===== src/rtl/asf_consts.svh =====
`ifndef ASF_CONSTS_SVH
`define ASF_CONSTS_SVH
// ---------------------------------------------------------------
// register offsets
// ---------------------------------------------------------------
`define ASF_OFS_INT_CFG 8'h22
`define ASF_OFS_CTRL 8'h24
`define ASF_OFS_X_LO 8'h28
`define ASF_OFS_X_HI 8'h29
`define ASF_OFS_Y_LO 8'h2a
`define ASF_OFS_Y_HI 8'h2b
`define ASF_OFS_Z_LO 8'h2c
`define ASF_OFS_Z_HI 8'h2d
`define ASF_OFS_MODE 8'h2e
`define ASF_OFS_STAT 8'h2f
// ---------------------------------------------------------------
// field positions and sizes
// ---------------------------------------------------------------
`define ASF_CTRL_EN_BIT 6
`define ASF_INT_LVL_BIT 2
`define ASF_INT_OVR_BIT 1
`define ASF_MODE_HI 7
`define ASF_MODE_LO 6
`define ASF_TR_BIT 5
`define ASF_FTH_HI 4
`define ASF_STAT_LVL_BIT 7
`define ASF_STAT_OVR_BIT 6
`define ASF_STAT_EMPTY_BIT 5
`define ASF_SETS 32
`define ASF_FULL 6'h20
`define ASF_CNT_MAX 6'h1f
`define ASF_ALL_BYTES 6'h3f
`define ASF_SET_W 48
`define ASF_IN_DEPTH 16
// ---------------------------------------------------------------
// resolution masks for left-justified samples
// ---------------------------------------------------------------
`define ASF_MASK_HIRES 16'hfff0
`define ASF_MASK_NORMAL 16'hffc0
`define ASF_MASK_LOWPWR 16'hff00
`endif


===== src/rtl/asf_pkg.sv =====
`default_nettype none
package asf_pkg;
  // buffer behaviour, in mode field order
  typedef enum logic [1:0] {ASF_BYPASS, ASF_FILL, ASF_STREAM, ASF_S2F} asf_mode_e;
  // power mode selecting the meaningful bits per sample
  typedef enum logic [1:0] {ASF_RES_NORMAL, ASF_RES_HIRES, ASF_RES_LOWPWR} asf_res_e;
endpackage : asf_pkg
`default_nettype wire


===== src/rtl/asf_top.sv =====
`include "asf_consts.svh"
`default_nettype none

// ---------------------------------------------------------------
// input buffer with valid and ready on both sides
// ---------------------------------------------------------------
module asf_fifo #(
  parameter int W = 48,
  parameter int D = 16
) (
  input wire logic clk, // clock
  input wire logic rst, // async reset
  input wire logic in_valid, // producer has data
  output logic in_ready, // buffer can take data
  input wire logic [W-1:0] in_data, // data in
  output logic out_valid, // data available
  input wire logic out_ready, // consumer takes data
  output logic [W-1:0] out_data // oldest data
);
  localparam int AW = $clog2(D);
  localparam logic [AW:0] DEPTH = (AW+1)'(D);
  logic [W-1:0] mem [D];
  logic [AW-1:0] wp_q, rp_q;
  logic [AW:0] cnt_q, cnt_d;
  logic wr, rd;

  assign wr = in_valid && in_ready;
  assign rd = out_valid && out_ready;
  assign out_data = mem[rp_q];

  // count of held words
  always_comb begin
    cnt_d = cnt_q;
    if (wr && !rd) cnt_d = cnt_q + 1'b1;
    else if (rd && !wr) cnt_d = cnt_q - 1'b1;
  end

  // pointers, count and flags
  always_ff @(posedge clk or posedge rst) begin
    if (rst) begin
      wp_q <= '0;
      rp_q <= '0;
      cnt_q <= '0;
      in_ready <= 1'b1;
      out_valid <= 1'b0;
    end else begin
      if (wr) wp_q <= wp_q + 1'b1;
      if (rd) rp_q <= rp_q + 1'b1;
      cnt_q <= cnt_d;
      in_ready <= (cnt_d != DEPTH);
      out_valid <= (cnt_d != '0);
    end
  end

  // storage
  always_ff @(posedge clk) begin
    if (wr) mem[wp_q] <= in_data;
  end
endmodule : asf_fifo

// Behaviour
// - three axis buffers of 32 samples each, so 32 complete sets are kept.
// - each stored sample is a 16-bit two's complement, left-justified value.
// - power mode sets how many top bits are meaningful; lower bits cleared.
// - a set is six bytes: x low, x high, y low, y high, z low, z high.
// - one new set is pushed per output data rate tick.
// - a new set goes into the first empty slot while not full.
// - in stream, or stream-then-fill before trigger, at 32 sets a new set drops the oldest; next oldest is shown.
// - enabled and not bypass, output bytes 28h-2Dh show the oldest set.
// - buffer works only with enable bit b6 at 24h set; else live data.
// - four behaviours: bypass, fill-once, stream, stream-then-fill.
// - watermark and overrun can be routed onto interrupt pin one.
// - mode field 00 bypass, 01 fill-once, 10 stream, 11 stream-then-fill.
// - bypass with enable set clears the buffer and keeps it empty until mode changes.
// - fill-once stops storing at 32 sets and holds contents.
// - six-bit stored count tracks unread sets, up per push below 32, down per set read in full.
module asf_top
  import asf_pkg::*;
(
  input wire logic clk, // 40 MHz clock
  input wire logic rst, // async reset, active high
  input wire logic smp_valid, // new sample set at the data rate tick
  output logic smp_ready, // input buffer has room
  input wire logic [15:0] smp_x, // x sample, left-justified
  input wire logic [15:0] smp_y, // y sample, left-justified
  input wire logic [15:0] smp_z, // z sample, left-justified
  input wire logic [1:0] res_sel, // power mode, asf_res_e
  input wire logic trig, // stream-then-fill trigger level
  input wire logic reg_wr, // register write strobe
  input wire logic reg_rd, // register read strobe
  input wire logic [7:0] reg_addr, // register offset
  input wire logic [7:0] reg_wdata, // write data
  output logic [7:0] reg_rdata, // read data, one cycle after reg_rd
  output logic interrupt_pin_one // interrupt pin one, active high
);
  // -------------------------------------------------------------
  // functions
  // -------------------------------------------------------------
  function automatic logic [15:0] asf_just(input logic [15:0] s, input logic [1:0] r);
    logic [15:0] m;
    m = `ASF_MASK_NORMAL;
    if (r == ASF_RES_HIRES) m = `ASF_MASK_HIRES;
    else if (r == ASF_RES_LOWPWR) m = `ASF_MASK_LOWPWR;
    return s & m;
  endfunction : asf_just

  function automatic logic [7:0] asf_byte(input logic [47:0] s, input logic [2:0] i);
    logic [7:0] b;
    b = 8'h00;
    case (i)
      3'h0: b = s[7:0];
      3'h1: b = s[15:8];
      3'h2: b = s[23:16];
      3'h3: b = s[31:24];
      3'h4: b = s[39:32];
      3'h5: b = s[47:40];
      default: b = 8'h00;
    endcase
    return b;
  endfunction : asf_byte

  // -------------------------------------------------------------
  // registers and state
  // -------------------------------------------------------------
  logic en_q;
  logic i1_lvl_q, i1_ovr_q;
  logic [1:0] mode_fld_q;
  logic tr_q;
  logic [4:0] fth_q;
  asf_mode_e mode;
  logic [47:0] store [`ASF_SETS];
  logic [4:0] wp_q, rp_q;
  logic [5:0] cnt_q;
  logic ovr_q;
  logic trig_q;
  logic [5:0] mask_q, mask_d;
  logic [47:0] view_q;
  logic f_valid, f_ready;
  logic [47:0] f_data, in_set;
  logic active, fill_stop, acc, over, host_pop, out_rd, level_hit, busy;
  logic [2:0] out_idx;
  logic [47:0] out_set;

  assign mode = asf_mode_e'(mode_fld_q);
  assign active = en_q && (mode != ASF_BYPASS);
  assign level_hit = (cnt_q > {1'b0, fth_q});

  // -------------------------------------------------------------
  // input buffer
  // -------------------------------------------------------------
  // samples justified to the chosen resolution on entry
  assign in_set = {asf_just(smp_z, res_sel), asf_just(smp_y, res_sel),
                   asf_just(smp_x, res_sel)};

  asf_fifo #(.W(`ASF_SET_W), .D(`ASF_IN_DEPTH)) u_in (
    .clk(clk),
    .rst(rst),
    .in_valid(smp_valid),
    .in_ready(smp_ready),
    .in_data(in_set),
    .out_valid(f_valid),
    .out_ready(f_ready),
    .out_data(f_data)
  );

  // drain stalls while the host is part way through a set
  assign busy = (mask_q != 6'h00);
  assign f_ready = !busy;
  assign fill_stop = ((mode == ASF_FILL) || (mode == ASF_S2F && trig_q))
                     && (cnt_q == `ASF_FULL);
  assign acc = f_valid && f_ready && active && !fill_stop;
  assign over = acc && (cnt_q == `ASF_FULL);

  // -------------------------------------------------------------
  // host read tracking
  // -------------------------------------------------------------
  assign out_rd = reg_rd && (reg_addr >= `ASF_OFS_X_LO) && (reg_addr <= `ASF_OFS_Z_HI);
  assign out_idx = 3'(reg_addr - `ASF_OFS_X_LO);
  assign out_set = active ? store[rp_q] : view_q;

  always_comb begin
    mask_d = mask_q;
    if (out_rd && active) mask_d = mask_q | (6'h01 << out_idx);
  end
  assign host_pop = (mask_d == `ASF_ALL_BYTES) && (cnt_q != 6'h00);

  // byte mask of the set being read
  always_ff @(posedge clk or posedge rst) begin
    if (rst) mask_q <= 6'h00;
    else if (!active || mask_d == `ASF_ALL_BYTES) mask_q <= 6'h00;
    else mask_q <= mask_d;
  end

  // -------------------------------------------------------------
  // set store pointers and count
  // -------------------------------------------------------------
  always_ff @(posedge clk or posedge rst) begin
    if (rst) begin
      wp_q <= 5'h00;
      rp_q <= 5'h00;
      cnt_q <= 6'h00;
    end else if (en_q && mode == ASF_BYPASS) begin
      wp_q <= 5'h00;
      rp_q <= 5'h00;
      cnt_q <= 6'h00;
    end else begin
      if (acc) wp_q <= wp_q + 5'h01;
      if (over || host_pop) rp_q <= rp_q + 5'h01;
      if (acc && !over) cnt_q <= cnt_q + 6'h01;
      else if (host_pop) cnt_q <= cnt_q - 6'h01;
    end
  end

  // set storage, three axes per slot
  always_ff @(posedge clk) begin
    if (acc) store[wp_q] <= f_data;
  end

  // live or frozen view when the buffer is not active
  always_ff @(posedge clk or posedge rst) begin
    if (rst) view_q <= 48'h0;
    else if (!en_q && f_valid && f_ready) view_q <= f_data;
  end

  // overrun flag, set wins over clear
  always_ff @(posedge clk or posedge rst) begin
    if (rst) ovr_q <= 1'b0;
    else if (!active) ovr_q <= 1'b0;
    else if ((acc && cnt_q == `ASF_CNT_MAX) || over) ovr_q <= 1'b1;
    else if (host_pop) ovr_q <= 1'b0;
  end

  // trigger latch for stream-then-fill
  always_ff @(posedge clk or posedge rst) begin
    if (rst) trig_q <= 1'b0;
    else if (mode != ASF_S2F || !en_q) trig_q <= 1'b0;
    else if (trig) trig_q <= 1'b1;
  end

  // -------------------------------------------------------------
  // register writes
  // -------------------------------------------------------------
  always_ff @(posedge clk or posedge rst) begin
    if (rst) begin
      en_q <= 1'b0;
      i1_lvl_q <= 1'b0;
      i1_ovr_q <= 1'b0;
      mode_fld_q <= 2'h0;
      tr_q <= 1'b0;
      fth_q <= 5'h00;
    end else if (reg_wr) begin
      if (reg_addr == `ASF_OFS_CTRL) begin
        en_q <= reg_wdata[`ASF_CTRL_EN_BIT];
      end else if (reg_addr == `ASF_OFS_INT_CFG) begin
        i1_lvl_q <= reg_wdata[`ASF_INT_LVL_BIT];
        i1_ovr_q <= reg_wdata[`ASF_INT_OVR_BIT];
      end else if (reg_addr == `ASF_OFS_MODE) begin
        mode_fld_q <= reg_wdata[`ASF_MODE_HI:`ASF_MODE_LO];
        tr_q <= reg_wdata[`ASF_TR_BIT];
        fth_q <= reg_wdata[`ASF_FTH_HI:0];
      end
    end
  end

  // -------------------------------------------------------------
  // register reads, unmapped offsets read zero
  // -------------------------------------------------------------
  always_ff @(posedge clk or posedge rst) begin
    if (rst) reg_rdata <= 8'h00;
    else if (reg_rd) begin
      if (reg_addr == `ASF_OFS_CTRL) begin
        reg_rdata <= 8'({7'h0, en_q} << `ASF_CTRL_EN_BIT);
      end else if (reg_addr == `ASF_OFS_INT_CFG) begin
        reg_rdata <= 8'(({7'h0, i1_lvl_q} << `ASF_INT_LVL_BIT)
                        | ({7'h0, i1_ovr_q} << `ASF_INT_OVR_BIT));
      end else if (out_rd) begin
        reg_rdata <= asf_byte(out_set, out_idx);
      end else if (reg_addr == `ASF_OFS_MODE) begin
        reg_rdata <= {mode_fld_q, tr_q, fth_q};
      end else if (reg_addr == `ASF_OFS_STAT) begin
        reg_rdata <= {level_hit && active, ovr_q, cnt_q == 6'h00,
                      (cnt_q > `ASF_CNT_MAX) ? 5'h1f : cnt_q[4:0]};
      end else begin
        reg_rdata <= 8'h00;
      end
    end
  end

  // interrupt pin one
  always_ff @(posedge clk or posedge rst) begin
    if (rst) interrupt_pin_one <= 1'b0;
    else interrupt_pin_one <= (i1_lvl_q && level_hit && active) || (i1_ovr_q && ovr_q);
  end

  // -------------------------------------------------------------
  // checks
  // -------------------------------------------------------------
  a_count_bound: assert property (@(posedge clk) disable iff (rst)
    cnt_q <= `ASF_FULL) else $error("stored count above 32");

  a_push_count: assert property (@(posedge clk) disable iff (rst)
    (acc && !over && !host_pop && active) |=> cnt_q == $past(cnt_q) + 6'h01)
    else $error("push did not raise count");

  a_overwrite_drop: assert property (@(posedge clk) disable iff (rst)
    over |=> (cnt_q == `ASF_FULL) && (rp_q == $past(rp_q) + 5'h01))
    else $error("overrun did not drop oldest");

  a_bypass_empty: assert property (@(posedge clk) disable iff (rst)
    (en_q && mode == ASF_BYPASS) [*2] |-> cnt_q == 6'h00 && !acc)
    else $error("bypass left data in buffer");

  a_fill_hold: assert property (@(posedge clk) disable iff (rst)
    (mode == ASF_FILL && cnt_q == `ASF_FULL && !host_pop && active)
      |=> $stable(wp_q) && cnt_q == `ASF_FULL)
    else $error("fill-once stored past full");

  a_host_pop: assert property (@(posedge clk) disable iff (rst)
    (host_pop && !acc && active) |=> cnt_q == $past(cnt_q) - 6'h01 && mask_q == 6'h00)
    else $error("set retrieval wrong");

  a_live_view: assert property (@(posedge clk) disable iff (rst)
    (!en_q && f_valid && f_ready) |=> view_q == $past(f_data) && !acc)
    else $error("live data not shown");

  a_int_route: assert property (@(posedge clk) disable iff (rst)
    (i1_ovr_q && ovr_q) ##1 (i1_ovr_q && ovr_q) |-> interrupt_pin_one)
    else $error("overrun not on interrupt pin");

  a_no_store_off: assert property (@(posedge clk) disable iff (rst)
    !active |=> ($stable(wp_q) && $stable(cnt_q)) || (wp_q == 5'h00 && cnt_q == 6'h00))
    else $error("store while inactive");
endmodule : asf_top
`default_nettype wire

===== config.mk =====
export PLATFORM = sky130hd
export DESIGN_NAME = asf_top
export DESIGN_NICKNAME = d
export VERILOG_FILES = /design/src/rtl/asf_pkg.sv /design/src/rtl/asf_top.sv
export VERILOG_INCLUDE_DIRS = /design/src /design/src/rtl
export SDC_FILE = /design/constraint.sdc
export NUM_CORES = 2
export LEC_CHECK = 0
export BUFFER_PORTS_ARGS = -buffer_cell sky130_fd_sc_hd__buf_2
export CELL_PAD_IN_SITES_DETAIL_PLACEMENT = 0
export CELL_PAD_IN_SITES_GLOBAL_PLACEMENT = 2
export CORE_MARGIN = 1
export CORE_UTILIZATION = 45
export CTS_CLUSTER_SIZE = 24
export DETAILED_ROUTE_END_ITERATION = 7
export PLACE_DENSITY_LB_ADDON = 0.1
export REMOVE_ABC_BUFFERS = 1
export SYNTH_ARGS = -nofsm -noshare
export SYNTH_HDL_FRONTEND = slang
export SYNTH_SLANG_ARGS = --single-unit

===== constraint.sdc =====
create_clock -name clk -period 5.05 [get_ports clk]
set_input_delay 0.505 -clock clk [delete_from_list [all_inputs] [get_ports clk]]
set_output_delay 0.505 -clock clk [all_outputs]
set_load 0.03 [all_outputs]

==> results.txt <==
For the total number of placement rows, the log shows 145. The synthesized netlist contains 81 unique library cells. At the end of routability-driven placement, the weighted congestion stood at 0.8027.

The number of flip-flops and latches in the synthesized netlist is 1823. The logs give 5.72 ns for the required time of the critical path and 4.53 ns for the signal arrival time at the worst endpoint. For the number of remaining DRC errors, the log shows 0. Worst hold path class: in -> reg.

The total power of the final layout is 0.04355 W. TritonCTS built the clock tree. Yosys printed 0 warnings.

The detail route stage leaves a number of antenna-violating nets equal to 0. STA classifies the critical path endpoint as a flop. The wire-length estimate of the detail-placed layout is 104700 microns. The cell area after synthesis was 70880 sq um; the final wirelength was 179900 microns. The logs give 34050 for the routed via count and 0 for the number of hold violations in the final report. Before antenna repair, the detailed router went through 5 iterations. Buffers inserted during clock tree synthesis total 188.

Setup repair after global routing left no endpoint under its margin. After layout, the worst path uses 76.46% of the clock period. The number of levels the H-tree was split into is 4.

Once the floorplan was initialized, standard cells occupied 45.37% of the core. Across the run, the number of max-cap violations was 0. The tools report the critical path startpoint category as a flop. After layout, the worst setup slack is 1.189 ns.

The floorplan step defined a die boundary enclosing 159100 sq um. The routed wirelength normalized by instance count was 31.55 microns; the per-cell via count in the routed design was 5.974. The tools report the launch point of the worst reg-to-reg path as rp_q[1]$_DFFE_PP0P_. At the pin with the least slew margin, the transition time is 1.209 ns. The final critical-path required period works out to 3.861 ns.

The I/O pin count is 82, and the buffer levels on the longest clock path is 3. The total clock sinks was 1823. The layout overhead on the synthesized area works out to 13.99%.

The cell sitting at the root of the clock tree is a sky130_fd_sc_hd__clkbuf_16. The fmax is 259.0 MHz, and the die boundary height is 398.9 microns. Setup violations remaining at the end of the flow were counted as 0. The top flip-flop cell by instance count after synthesis is sky130_fd_sc_hd__edfxtp_1. For the pin count of the biggest net entering global routing, the log shows 67. The tools report the start point of the critical path as rp_q[1]$_DFFE_PP0P_. The fraction of synthesis flops using an asynchronous set or reset pin is 5.211%, and the sum of overflow across all layers after global routing is 0. The final-report max-slew violation count is 0, and the minimum setup slack after placement is 1.147 ns. The tools report the buffer count from post-CTS setup fixing as 0. The areal power density over the cells is 539.0 nW/um^2. Fill cells in the final layout number 12200. The worst IR drop on VDD is 350.3 uV. Yosys mapped a number of flops with a built-in enable equal to 1728. The flow ran to the end, and the final reports show no timing, DRC or antenna violations. The first global-routing pass estimated 258000 microns of wire. Across the routed clock network, the largest skew measured is 0.02775 ns.

The sequential cell area fraction in the yosys report came out at 76.57%. The number of global-route vias before repair was 35700; the remaining max-slew budget at the tightest pin was 18.75%. The initial antenna violation count was 12. The post-route setup TNS came out at 0 ns.

Type of the worst setup path: reg -> reg. Counting every instance in the synthesized netlist gives 3240. The number of hold buffers added after cts came out at 11. The count of input and output buffers is 69. The later-pin clock latency in the skew report is 0.81 ns. The number of nets in the layout was 3572. The run gives 3009 as the iteration-0 DRC count of the detailed router.

In this run the mean area of a mapped cell was 21.88 sq um. The run gives 0 as the number of gates resized after CTS. The beginning of the worst hold path is smp_z[10]. From left edge to right edge, the die measures 398.9 microns. Core footprint: 156200 sq um.

In this run the static leakage power is 25.22 nW. For this run, the total global-route usage over all layers was measured as 22.99%. The maximum fanout encountered on the critical timing path was 46; the share of cells above drive strength 1 was 29.30%. After clock tree synthesis, the clock-pin slew on the worst setup and hold paths is 0.06 ns. The worst hold margin came out at 0.07120 ns.
stage by stage:
| step | utilization, % | instances | cell area (sq um) |
|---|---|---|---|
| 3_5_place_dp | 47.77 | 5335 | 74620 |
| 6_report | 51.72 | 5700 | 80790 |
| 4_1_cts | 51.72 | 5696 | 80780 |
| 5_1_grt | 51.72 | 5696 | 80780 |
| 3_3_place_gp | 47.77 | 5335 | 74620 |
| 2_1_floorplan | - | 3069 | 69990 |
where the power goes:
part | switching (W) | internal [W]
combinational | 0.00607 | 0.00261
sequential | 0.000684 | 0.0206
clock | 0.00574 | 0.00786
cell type report:
type	count	area (sq um)	share of cell area (%)
tap	2058	2575	3.187
inverter	25	96.34	0.1192
timing repair buffer	219	1824	2.258
sequential	1823	54300	67.20
multi-input combinational	1221	15940	19.73
antenna	4	10.01	0.01239
clock buffer	243	5034	6.230
clock inverter	107	1016	1.257
sequential cells by signal, summed over array words and instances (netlist names), 5 cells and up:
register / cells
rp_q: 5
cnt_q: 6
wp_q: 5
reg_rdata: 8
view_q: 36
u_in.cnt_q: 5
store: 1152
u_in.mem: 576
fth_q: 5
mask_q: 6
cells in the mapped netlist, types with 24 or more instances:
cell type / count / share of area [%]
sky130_fd_sc_hd__buf_2: 30 / 0.21
sky130_fd_sc_hd__dfrtp_1: 94 / 3.3
sky130_fd_sc_hd__inv_1: 25 / 0.13
sky130_fd_sc_hd__nand2_1: 81 / 0.43
sky130_fd_sc_hd__a22oi_1: 63 / 0.67
sky130_fd_sc_hd__edfxtp_1: 1728 / 73
sky130_fd_sc_hd__mux2_2: 57 / 0.91
sky130_fd_sc_hd__buf_1: 24 / 0.13
sky130_fd_sc_hd__o21ai_0: 33 / 0.23
sky130_fd_sc_hd__and2_1: 29 / 0.26
sky130_fd_sc_hd__mux2i_1: 89 / 1.3
sky130_fd_sc_hd__a21oi_1: 43 / 0.30
sky130_fd_sc_hd__clkbuf_1: 83 / 0.44
sky130_fd_sc_hd__nor2_1: 74 / 0.39
sky130_fd_sc_hd__mux4_2: 452 / 14
sky130_fd_sc_hd__nand3_1: 35 / 0.25
logic make-up after synthesis:
family                   after synthesis  share of synthesized area [%]
flip-flops                          1823                          76.57
multiplexers                         598                          16.53
adder cells (fa/ha/maj)               23                         0.4131
AND/OR/NAND/NOR                      329                          2.387
buffers and inverters                196                          1.380
XOR/XNOR                              23                         0.2842
AO/OA/AOI/OAI                        248                          2.443
placed cells by master, fill, tap and decap left out, types with 16 or more instances in the layout:
cell type and instances:
sky130_fd_sc_hd__edfxtp_1 1728, sky130_fd_sc_hd__mux4_2 452, sky130_fd_sc_hd__clkbuf_16 190, sky130_fd_sc_hd__buf_4 113, sky130_fd_sc_hd__mux2i_1 89, sky130_fd_sc_hd__dfrtp_1 85, sky130_fd_sc_hd__nand2_1 81, sky130_fd_sc_hd__buf_2 69
sky130_fd_sc_hd__a22oi_1 63, sky130_fd_sc_hd__mux2_2 57, sky130_fd_sc_hd__clkbuf_1 45, sky130_fd_sc_hd__a21oi_1 43, sky130_fd_sc_hd__nor2_1 42, sky130_fd_sc_hd__clkinv_2 39, sky130_fd_sc_hd__clkinv_1 38, sky130_fd_sc_hd__nand3_1 35
sky130_fd_sc_hd__o21ai_0 33, sky130_fd_sc_hd__nor2_4 32, sky130_fd_sc_hd__buf_12 26, sky130_fd_sc_hd__inv_1 22, sky130_fd_sc_hd__ha_1 21, sky130_fd_sc_hd__xnor2_1 19, sky130_fd_sc_hd__o22ai_1 18, sky130_fd_sc_hd__and2_1 17
sky130_fd_sc_hd__bufinv_16 16
routing by layer:
metal | up-vias | global-route usage [%] | part of all wire [%]
met5 | - | 0 | 0.039
met4 | 10 | 6.144 | 2.3
met3 | 274 | 3.408 | 4.7
met2 | 959 | 38.92 | 51
met1 | 18650 | 31.21 | 42
li1 | 14160 | - | -
critical path: stages, from the launching register on:
cell                        delay (ns)
sky130_fd_sc_hd__dfrtp_4          1.02
sky130_fd_sc_hd__buf_4            0.57
sky130_fd_sc_hd__mux4_2           0.39
sky130_fd_sc_hd__a22o_1           0.27
sky130_fd_sc_hd__o21ai_0          0.48
sky130_fd_sc_hd__nand4_1          0.25
sky130_fd_sc_hd__a2111oi_0        0.44
sky130_fd_sc_hd__buf_4            0.19
sky130_fd_sc_hd__o21ai_0          0.07
path summary, 6_finish.rpt:
kind	to	cells past startpoint	slack, ns
min	u_in.mem[7][42]$_DFFE_PP_	1	0.07
max	reg_rdata[7]$_DFFE_PP0P_	8	1.19
max in group asynchronous	rp_q[2]$_DFFE_PP0P_	4	3.52
min in group asynchronous	u_in.wp_q[3]$_DFFE_PP0P_	3	0.47
max reg2reg	reg_rdata[7]$_DFFE_PP0P_	8	1.19
min reg2reg	u_in.cnt_q[4]$_DFF_PP0_	1	0.48
(Power assumes the default switching activity.)
